`config.mk`:
```
export PLATFORM = sky130hd
export DESIGN_NAME = gns_unit
export DESIGN_NICKNAME = d
export VERILOG_FILES = /design/src/logic/gns_unit.v
export VERILOG_INCLUDE_DIRS = /design/src /design/src/include
export SDC_FILE = /design/constraint.sdc
export NUM_CORES = 2
export LEC_CHECK = 0
export ABC_AREA = 0
export BUFFER_PORTS_ARGS = -buffer_cell sky130_fd_sc_hd__buf_2
export CAP_MARGIN = 20
export CORE_MARGIN = 2
export CORE_UTILIZATION = 45
export DETAILED_ROUTE_END_ITERATION = 7
export SLEW_MARGIN = 20
export SYNTH_ARGS = -nofsm -noshare
export SYNTH_HDL_FRONTEND = slang
export SYNTH_SLANG_ARGS = --single-unit
```
`constraint.sdc`:
```
create_clock -name clk -period 22.1 [get_ports clk]
set_clock_uncertainty 0.15 [all_clocks]
set_input_delay 4.42 -clock clk [delete_from_list [all_inputs] [get_ports clk]]
set_output_delay 4.42 -clock clk [all_outputs]
set_load 0.01 [all_outputs]
```
`src/include/gns_regs.vh`:
```
// Opcodes, field widths and latencies for the guarded negate/compare/subtract unit
// Contract
// - Negate writes two's complement of source, latency one
// - Most negative value negates to itself
// - Negate is subtract from zero register
// - Guard bit 0 clear leaves destination unchanged
// - Register not-equal compare writes one or zero
// - Immediate not-equal compare, 7-bit modifier, opcode 3
// - Immediate sign-extended, both operands signed
// - Select zero if first source nonzero
// - Subtract first minus second, opcode 13
// - Subtract wraps silently, no overflow flag
// - Any nonzero pattern, negative included, counts
// - Multiply-high returns upper product half, latency three
`ifndef GNS_REGS_VH
`define GNS_REGS_VH
`define GNS_OPC_W 8
`define GNS_OPC_INEQI 8'h03
`define GNS_OPC_ISUB 8'h0d
`define GNS_OPC_INEQ 8'h27
`define GNS_OPC_INONZERO 8'h2f
`define GNS_OPC_IMULM 8'h8b
`define GNS_IMM_W 7
`define GNS_REG_ADDR_W 7
`define GNS_ALU_LAT 1
`define GNS_MUL_LAT 3
`endif

```
`src/logic/gns_unit.v`:
```
// Guarded integer datapath: subtract/negate, not-equal compares, select, multiply-high
`timescale 1ns/1ps
`include "gns_regs.vh"
module gns_unit (
    input wire clk,
    input wire rst,
    input wire issueValid,
    input wire [`GNS_OPC_W-1:0] opcode,
    input wire [`GNS_IMM_W-1:0] modifier,
    input wire [31:0] firstSourceReg,
    input wire [31:0] secondSourceReg,
    input wire guardPresent,
    input wire [31:0] guardReg,
    input wire [`GNS_REG_ADDR_W-1:0] destAddr,
    output reg resultWrite,
    output reg [`GNS_REG_ADDR_W-1:0] resultAddr,
    output reg [31:0] resultData,
    output reg mulWrite,
    output reg [`GNS_REG_ADDR_W-1:0] mulAddr,
    output reg [31:0] mulData
);

    // Widths used across the unit
    localparam DW = 32;
    localparam AW = `GNS_REG_ADDR_W;
    localparam IW = `GNS_IMM_W;

    // Multiply stage words: valid, destination, then data
    localparam MUL_A_W = 1 + AW + 2 * DW;
    localparam MUL_B_W = 1 + AW + DW;

    // Operation decode, one flag per supported opcode
    wire isSub;
    wire isNeq;
    wire isNeqImm;
    wire isSelZero;
    wire isMulHigh;
    wire aluHit;
    assign isSub = (opcode == `GNS_OPC_ISUB);
    assign isNeq = (opcode == `GNS_OPC_INEQ);
    assign isNeqImm = (opcode == `GNS_OPC_INEQI);
    assign isSelZero = (opcode == `GNS_OPC_INONZERO);
    assign isMulHigh = (opcode == `GNS_OPC_IMULM);

    // Unknown opcodes fall through and never raise a write strobe
    assign aluHit = isSub | isNeq | isNeqImm | isSelZero;

    // Guard: bit 0 gates the write; an operation without a guard always writes
    wire guardOk;
    wire aluTake;
    wire mulTake;
    assign guardOk = guardPresent ? guardReg[0] : 1'b1;
    assign aluTake = issueValid & aluHit & guardOk;
    assign mulTake = issueValid & isMulHigh & guardOk;

    // Subtract as first plus inverted second plus one, kept to one word
    // No carry is formed, so results wrap and no overflow flag exists
    wire [DW-1:0] secondInv;
    wire [DW-1:0] diff;
    assign secondInv = ~secondSourceReg;
    assign diff = firstSourceReg + secondInv + 32'h00000001;

    // Negate has no path of its own: the issuer sends the zero register
    // as first source, so diff is the two's complement of the second
    // source, and the most negative value comes back unchanged

    // Immediate: seven-bit signed modifier stretched over the full word
    wire [DW-1:0] immExt;
    assign immExt = {{(DW-IW){modifier[IW-1]}}, modifier};

    // Not-equal results and the zero test on the first source
    wire srcDiffer;
    wire immDiffer;
    wire firstNonZero;
    assign srcDiffer = (firstSourceReg != secondSourceReg);
    assign immDiffer = (firstSourceReg != immExt);
    assign firstNonZero = |firstSourceReg;

    // Alu result choice for the operation now on the issue port
    reg [DW-1:0] nxt_data;
    always @* begin
        nxt_data = {DW{1'b0}};
        case (opcode)
            `GNS_OPC_ISUB: begin
                nxt_data = diff;
            end
            `GNS_OPC_INEQ: begin
                nxt_data = {{(DW-1){1'b0}}, srcDiffer};
            end
            `GNS_OPC_INEQI: begin
                nxt_data = {{(DW-1){1'b0}}, immDiffer};
            end
            `GNS_OPC_INONZERO: begin
                if (firstNonZero) begin
                    nxt_data = {DW{1'b0}};
                end else begin
                    nxt_data = secondSourceReg;
                end
            end
            default: begin
                nxt_data = {DW{1'b0}};
            end
        endcase
    end

    // Alu result register: strobe, address and data one cycle after issue
    // Address and data follow every cycle; only the strobe marks a write
    always @(posedge clk) begin
        if (rst) begin
            resultWrite <= 1'b0;
            resultAddr <= {AW{1'b0}};
            resultData <= {DW{1'b0}};
        end else begin
            resultWrite <= aluTake;
            resultAddr <= destAddr;
            resultData <= nxt_data;
        end
    end

    // Multiply stage A: capture the operands with destination and valid
    wire [MUL_A_W-1:0] mulAIn;
    wire [MUL_A_W-1:0] mulAOut;
    assign mulAIn = {mulTake, destAddr, firstSourceReg, secondSourceReg};

    gns_pipe_stage #(
        .WIDTH(MUL_A_W)
    ) mulStageA (
        .clk(clk),
        .rst(rst),
        .stageIn(mulAIn),
        .stageOut(mulAOut)
    );

    // Stage A fields
    wire mulAValid;
    wire [AW-1:0] mulAAddr;
    wire [DW-1:0] mulAFirst;
    wire [DW-1:0] mulASecond;
    assign mulAValid = mulAOut[MUL_A_W-1];
    assign mulAAddr = mulAOut[MUL_A_W-2 -: AW];
    assign mulAFirst = mulAOut[2*DW-1 -: DW];
    assign mulASecond = mulAOut[DW-1:0];

    // Full signed product; only its upper half is kept
    wire signed [2*DW-1:0] product;
    wire [DW-1:0] productHigh;
    assign product = $signed(mulAFirst) * $signed(mulASecond);
    assign productHigh = product[2*DW-1:DW];

    // Multiply stage B: upper half with its destination and valid
    wire [MUL_B_W-1:0] mulBIn;
    wire [MUL_B_W-1:0] mulBOut;
    assign mulBIn = {mulAValid, mulAAddr, productHigh};

    gns_pipe_stage #(
        .WIDTH(MUL_B_W)
    ) mulStageB (
        .clk(clk),
        .rst(rst),
        .stageIn(mulBIn),
        .stageOut(mulBOut)
    );

    // Stage B fields
    wire mulBValid;
    wire [AW-1:0] mulBAddr;
    wire [DW-1:0] mulBHigh;
    assign mulBValid = mulBOut[MUL_B_W-1];
    assign mulBAddr = mulBOut[MUL_B_W-2 -: AW];
    assign mulBHigh = mulBOut[DW-1:0];

    // Multiply output register: strobe lands on the third edge after issue
    // A guard-false multiply keeps its valid low all the way down the pipe
    always @(posedge clk) begin
        if (rst) begin
            mulWrite <= 1'b0;
            mulAddr <= {AW{1'b0}};
            mulData <= {DW{1'b0}};
        end else begin
            mulWrite <= mulBValid;
            mulAddr <= mulBAddr;
            mulData <= mulBHigh;
        end
    end
endmodule

// Plain register stage for the multiply pipeline, cleared by reset
module gns_pipe_stage #(
    parameter WIDTH = 1
) (
    input wire clk,
    input wire rst,
    input wire [WIDTH-1:0] stageIn,
    output reg [WIDTH-1:0] stageOut
);

    // Every bit moves one place down the pipe on each edge
    always @(posedge clk) begin
        if (rst) begin
            stageOut <= {WIDTH{1'b0}};
        end else begin
            stageOut <= stageIn;
        end
    end
endmodule

```
# Word level (Yosys, flattened, before mapping)
# Cells that the tools add are included.
# op_classes
n_addsub	2
eq_ne	7
reduce_logical	1
muxes	3
mul	1
bitwise_logic	8
# op_table
operator	n
one-hot mux 32 bit (4 select lines)	1
multiplier 32 x 32 -> 64 bit	1
!= test 32 bit	2
adder 32 x 1 -> 32 bit (second input constant)	1
adder 32 bit	1
two-way mux 32 bit	1
NOT 32 bit	1
OR reduction 32 bit	1
equality test 8 x 6 -> 1 bit (second input constant)	2
equality test 8 x 2 -> 1 bit (second input constant)	1
equality test 8 x 4 -> 1 bit (second input constant)	1
equality test 8 bit (second input constant)	1
AND 1 bit	4
bitwise OR 1 bit	3
two-way mux 1 bit	1
# totals
inputBits	122
regBits	192
wordCells	30

# Longest topological paths before layout
# depth
ltp_word	6
mapped_depth	28
mapped_depth_nobuf	28

# Modules after synthesis
# From an unflattened synthesis, not the netlist that was laid out.
# hier_totals
hier_cells	4459
hier_area_um2	42609.6
# modules_own_cells
mod	area_each_um2	instances	cells_per_inst
gns_unit	39471.6	1	4223
gns_pipe_stage (mulStageA)	1981.9	1	152
gns_pipe_stage (mulStageB)	1156.1	1	84

# Worst setup path after synthesis
# Ideal clock, no wire load.
# synth_timing
kind	register to register
startpoint	reg mulStageA.stageOut[63]
endpoint	reg mulStageB.stageOut[30]
period_less_slack_ns	8.086
setup_ns	0.121
arrival_time_ns	7.814
n_path_buf	1
required_time_ns	21.829
path_slack_ns	14.014
path_stages_with_launch	26
path_cell_list	dfxtp_1 > clkbuf_1 > nand2_1 > inv_1 > fa_1 > fa_1 > fa_1 > inv_1 > fa_1 > inv_1 > fa_1 > fa_1 > inv_1 > fa_1 > inv_1 > fa_1 > ha_1 > a21o_1 > a21o_1 > a21o_1 > a21o_1 > a21o_1 > a21oi_1 > o21ai_2 > a21oi_2 > mux2_4
# synth_via
elab_chain_cells	1
# synth_rtl
element	line	rtl
start: declaration	gns_unit.v:194	output reg [WIDTH-1:0] stageOut
start signal: assignment	gns_unit.v:200	stageOut <= {WIDTH{1'b0}};
start signal: assignment	gns_unit.v:202	stageOut <= stageIn;
multiplier 32 x 32 -> 64 bit	gns_unit.v:147	assign product = $signed(mulAFirst) * $signed(mulASecond);
end signal: assignment	gns_unit.v:200	
end signal: assignment	gns_unit.v:202	
end: declaration	gns_unit.v:194	
# Every way passes these cells.
# A chain may end at the register's enable or synchronous reset.

# Worst setup path after layout
# layout_timing
startpoint	reg mulStageA.stageOut[5]
endpoint	reg mulStageB.stageOut[30]
# The elaborated chain is that of the path after synthesis.

==> impl_summary.md <==
Outcome
The flow ran to the end, and the final reports show no timing, DRC or antenna violations.

Setup path
The launch point of the worst path is mulStageA.stageOut[5]$_SDFF_PP0_. By startpoint and endpoint, the worst setup path is classified as register to register. The required time at the worst-slack endpoint is 22340 ps.

The kind of launch point of the worst setup path is a register. In this run the worst path has a maximum fanout of 32. The kind of capture point of the worst setup path is a register. Data on the critical path arrives at its endpoint at 9330 ps. In this run the critical register-to-register path is launched from mulStageA.stageOut[5]$_SDFF_PP0_. The depth of the worst register-to-register path is 26. In this run the worst setup path terminates at mulStageB.stageOut[30]$_SDFF_PP0_.

The endpoint of the most critical register-to-register path is mulStageB.stageOut[30]$_SDFF_PP0_. The slack of the worst reg-to-reg path is 13010 ps.

Place
The count of buffers added on input and output ports is 170. The final weighted congestion in routability-driven placement is 0.8805. The count of placed standard cells including taps is 5676. The half-perimeter wire length after placement is 85.31 mm.

Timing
The worst path needs 9092 ps of the cycle, external delays included. Setup repair after global routing left no endpoint under its margin. The transition time of the tightest slew-check pin is 1137 ps. The count of endpoints failing setup in the final report is 0. The setup total negative slack is 0 ps. The number of failing hold endpoints at the final stage came to 0. The worst slew margin relative to its limit is 24.17%. The final max-slew violation count was 0. The highest clock rate is 110.0 MHz. The final critical path takes up 41.14% of the cycle.

Synth
For this run, the register share of the synthesized area comes to 8.764%. The main flop type after synthesis is sky130_fd_sc_hd__dfxtp_1. Synthesis handed over a netlist of 4427 instances. In this run the cell area of the synthesized design comes to 42260 um2. After synthesis, the netlist uses 72 different library cells.

Counting every net in the synthesized netlist gives 5842. The number of flip-flops and latches in the synthesized netlist is 185. A synthesized cell averages 9.546 um2.

In this run, synthesis inferred 0 flip-flops with an integrated enable. For this run, the number of Yosys warnings is 0. The share of synthesized flip-flops with an asynchronous set or reset is 0%.

Final layout
The area taken by flip-flops and latches is 3750 um2. The final cell utilization of the core is 48.16%. The fraction of layout cells with a size suffix above 1 is 7.162%.

Leaving out fill and tap cells, the most frequent cell in the layout is sky130_fd_sc_hd__fa_1. Relative to the synthesized area, the layout overhead comes to 6.209%. The final non-filler cell total is 5709.

The top cell types in the final layout, fill and taps aside, are sky130_fd_sc_hd__fa_1 (1082), sky130_fd_sc_hd__inv_1 (977), sky130_fd_sc_hd__nand2_1 (515). The footprint of the multi-input gates is 34010 um2. The net total in the final layout is 5856. The fill cell total of the finished layout is 8925.

Clocking
The number of buffers inserted by hold repair at cts is 0. The clock root buffer is sky130_fd_sc_hd__clkbuf_16. Buffers inserted during clock tree synthesis total 17. The number of H-tree levels is 4. Once the clock tree was built, the resizer swapped 0 gates to a different size. The count of buffers added by post-CTS timing repair for setup is 0. The insertion delay to the later sink of the worst-skew pair is 510 ps. The buffer depth of the longest clock path is 2. After clock tree synthesis, the clock-pin slew on the worst setup and hold paths is 80 ps. The number of sinks on the clock net is 185. TritonCTS built the clock tree.

Min path
The path type of the worst min-delay path is register to register.

GRT
The initial antenna violation count is 7. The global route total overflow is 0. The first global-routing pass estimated 183.5 mm of wire. Entering global routing, the biggest net connects 95 pins. The total track usage is 25.28%. The via count of the first global-routing pass came to 33111.

Run
The count of max-cap constraint violations is 0.

Route
The ratio of routed vias to standard cells is 5.203. The post-detailed-route DRC marker count is 0. For this block, the routed nets add up to 113.5 mm of wire. The total number of vias is 29702. After detailed routing, the average wire length per cell comes to 19.88 um. The count of nets left with antenna violations after detail routing is 0. The first routing iteration left 1833 violations. For this run, the detailed router's first-pass iteration total came to 5.

Floorplan
The die span in y is 310.4 um. The initial core utilization is 45.35%. Row generation in the floorplan step produced 112 rows. The number of ports placed on the die boundary is 202. The core footprint is 93190 um2. The floorplan step defined a die boundary enclosing 96380 um2. The die extent in x is 310.4 um.

Pwr
The power density normalized to cell area is 107.6 nW/um2. The leakage component of the power is 22.15 nW. The maximum VDD drop is 0.0002756 V.
==> power breakdown <==
group	switching (mW)	leakage, nW	internal, mW
clock network	0.178	0.305	0.157
registers	0.0350	1.54	0.401
logic	2.35	20.3	1.71
total	2.56	22.1	2.27
==> routing by layer <==
layer  vias to the layer above  global-route usage, %  routed length [um]  part of all wire, %
met5                         -                      0                  11               0.0097
met1                     15630                  32.02               45430                   40
met2                       964                  42.60               54800                   48
met4                         2                  9.482                4515                  4.0
li1                      12905                      -                   -                    -
met3                       201                  5.374                8711                  7.7
==> through the flow <==
stage | hold slack, ps | instance area [um2] | total power, mW | worst slack [ps]
finish | 277.8 | 44880 | 4.832 | 13010
global route | 299.3 | 44880 | 5.429 | 12510
detailed placement | 272.0 | 44250 | 4.536 | 12920
floorplan | 263.8 | 42260 | 3.467 | 14010
global placement | 267.5 | 44250 | 4.496 | 13050
CTS | 278.8 | 44880 | 4.901 | 12920
==> kinds of logic after synthesis <==
family	after synthesis	synth area share, %
AOI/OAI and AO/OA	258	4.231
buffers and inverters	1205	10.77
xor gates and xnor gates	97	2.010
and+or+nand+nor	1381	16.52
muxes	8	0.2043
DFF	185	8.764
adders and majority gates	1293	57.50
==> how the worst min path moves through the flow <==
stage | start | to | depth (start not counted)
finish | mulStageB.stageOut[28]$_SDFF_PP0_ | mulData[28]$_SDFF_PP0_ | 1
CTS | mulStageB.stageOut[28]$_SDFF_PP0_ | mulData[28]$_SDFF_PP0_ | 1
global route | mulStageB.stageOut[28]$_SDFF_PP0_ | mulData[28]$_SDFF_PP0_ | 1
detailed placement | mulStageB.stageOut[39]$_SDFF_PP0_ | mulWrite$_SDFF_PP0_ | 1
global placement | mulStageB.stageOut[32]$_SDFF_PP0_ | mulAddr[0]$_SDFF_PP0_ | 1
floorplan | mulStageB.stageOut[32]$_SDFF_PP0_ | mulAddr[0]$_SDFF_PP0_ | 1
==> worst max-delay path, cell delays in order (launching register included) <==
cell,delay [ps]
sky130_fd_sc_hd__dfxtp_2,930
sky130_fd_sc_hd__nand2_1,290
sky130_fd_sc_hd__inv_1,150
sky130_fd_sc_hd__fa_1,390
sky130_fd_sc_hd__inv_1,280
sky130_fd_sc_hd__fa_1,470
sky130_fd_sc_hd__inv_1,230
sky130_fd_sc_hd__fa_1,500
sky130_fd_sc_hd__inv_1,90
sky130_fd_sc_hd__fa_1,630
sky130_fd_sc_hd__inv_1,670
sky130_fd_sc_hd__fa_1,560
sky130_fd_sc_hd__fa_1,540
sky130_fd_sc_hd__inv_1,50
sky130_fd_sc_hd__fa_1,470
sky130_fd_sc_hd__inv_1,50
sky130_fd_sc_hd__fa_1,450
sky130_fd_sc_hd__ha_1,360
sky130_fd_sc_hd__a21o_1,210
sky130_fd_sc_hd__a21o_1,180
sky130_fd_sc_hd__a21o_1,180
sky130_fd_sc_hd__a21o_1,180
sky130_fd_sc_hd__a21o_1,180
sky130_fd_sc_hd__a21oi_1,170
sky130_fd_sc_hd__o21ai_2,90
sky130_fd_sc_hd__a21oi_2,170
sky130_fd_sc_hd__mux2_4,310
==> layout make-up <==
class	instances	area share [%]
well taps	1254	3.496
diodes	1	0.005575
multi-input cells	3037	75.78
clock inverters	15	0.4572
flip-flops and latches	185	8.355
inverters	978	8.179
repair buffers	222	2.779
clock buffers	17	0.9478
==> cells in the mapped netlist, types with 4 or more instances <==
cell type | instances | area, um2
sky130_fd_sc_hd__buf_4 | 7 | 52.55
sky130_fd_sc_hd__nor3_1 | 12 | 60.06
sky130_fd_sc_hd__xnor2_1 | 60 | 525.5
sky130_fd_sc_hd__a22oi_1 | 20 | 150.1
sky130_fd_sc_hd__dfxtp_1 | 185 | 3704
sky130_fd_sc_hd__a21o_1 | 43 | 322.8
sky130_fd_sc_hd__mux2i_1 | 6 | 60.06
sky130_fd_sc_hd__o21ai_0 | 28 | 140.1
sky130_fd_sc_hd__xor2_1 | 37 | 324.1
sky130_fd_sc_hd__o31a_1 | 4 | 35.03
sky130_fd_sc_hd__or3_1 | 9 | 56.30
sky130_fd_sc_hd__o21bai_1 | 7 | 52.55
sky130_fd_sc_hd__o21ai_2 | 4 | 35.03
sky130_fd_sc_hd__inv_1 | 977 | 3667
sky130_fd_sc_hd__nand3_1 | 16 | 80.08
sky130_fd_sc_hd__nor2_1 | 149 | 559.3
sky130_fd_sc_hd__a211oi_1 | 10 | 75.07
sky130_fd_sc_hd__nand2b_1 | 12 | 75.07
sky130_fd_sc_hd__ha_1 | 211 | 2640
sky130_fd_sc_hd__nor4_1 | 20 | 125.1
sky130_fd_sc_hd__and3_1 | 7 | 43.79
sky130_fd_sc_hd__clkbuf_1 | 217 | 814.5
sky130_fd_sc_hd__nand2_1 | 515 | 1933
sky130_fd_sc_hd__and2_1 | 509 | 3184
sky130_fd_sc_hd__fa_1 | 1082 | 21660
sky130_fd_sc_hd__o211ai_1 | 6 | 45.04
sky130_fd_sc_hd__nand4_1 | 21 | 131.4
sky130_fd_sc_hd__o31ai_1 | 7 | 52.55
sky130_fd_sc_hd__nor2b_1 | 94 | 588.1
sky130_fd_sc_hd__a21oi_1 | 66 | 330.3
sky130_fd_sc_hd__a31oi_1 | 4 | 25.02
sky130_fd_sc_hd__a31o_2 | 5 | 43.79
sky130_fd_sc_hd__a22o_1 | 7 | 61.31
sky130_fd_sc_hd__o21a_1 | 9 | 67.56
==> sequential cells by signal, indices dropped and copies added (netlist names) <==
name                count
mulData                32
mulStageB.stageOut     40
mulWrite                1
mulAddr                 7
resultAddr              6
resultWrite             1
mulStageA.stageOut     66
resultData             32
Power figures use the tool's default switching activity.
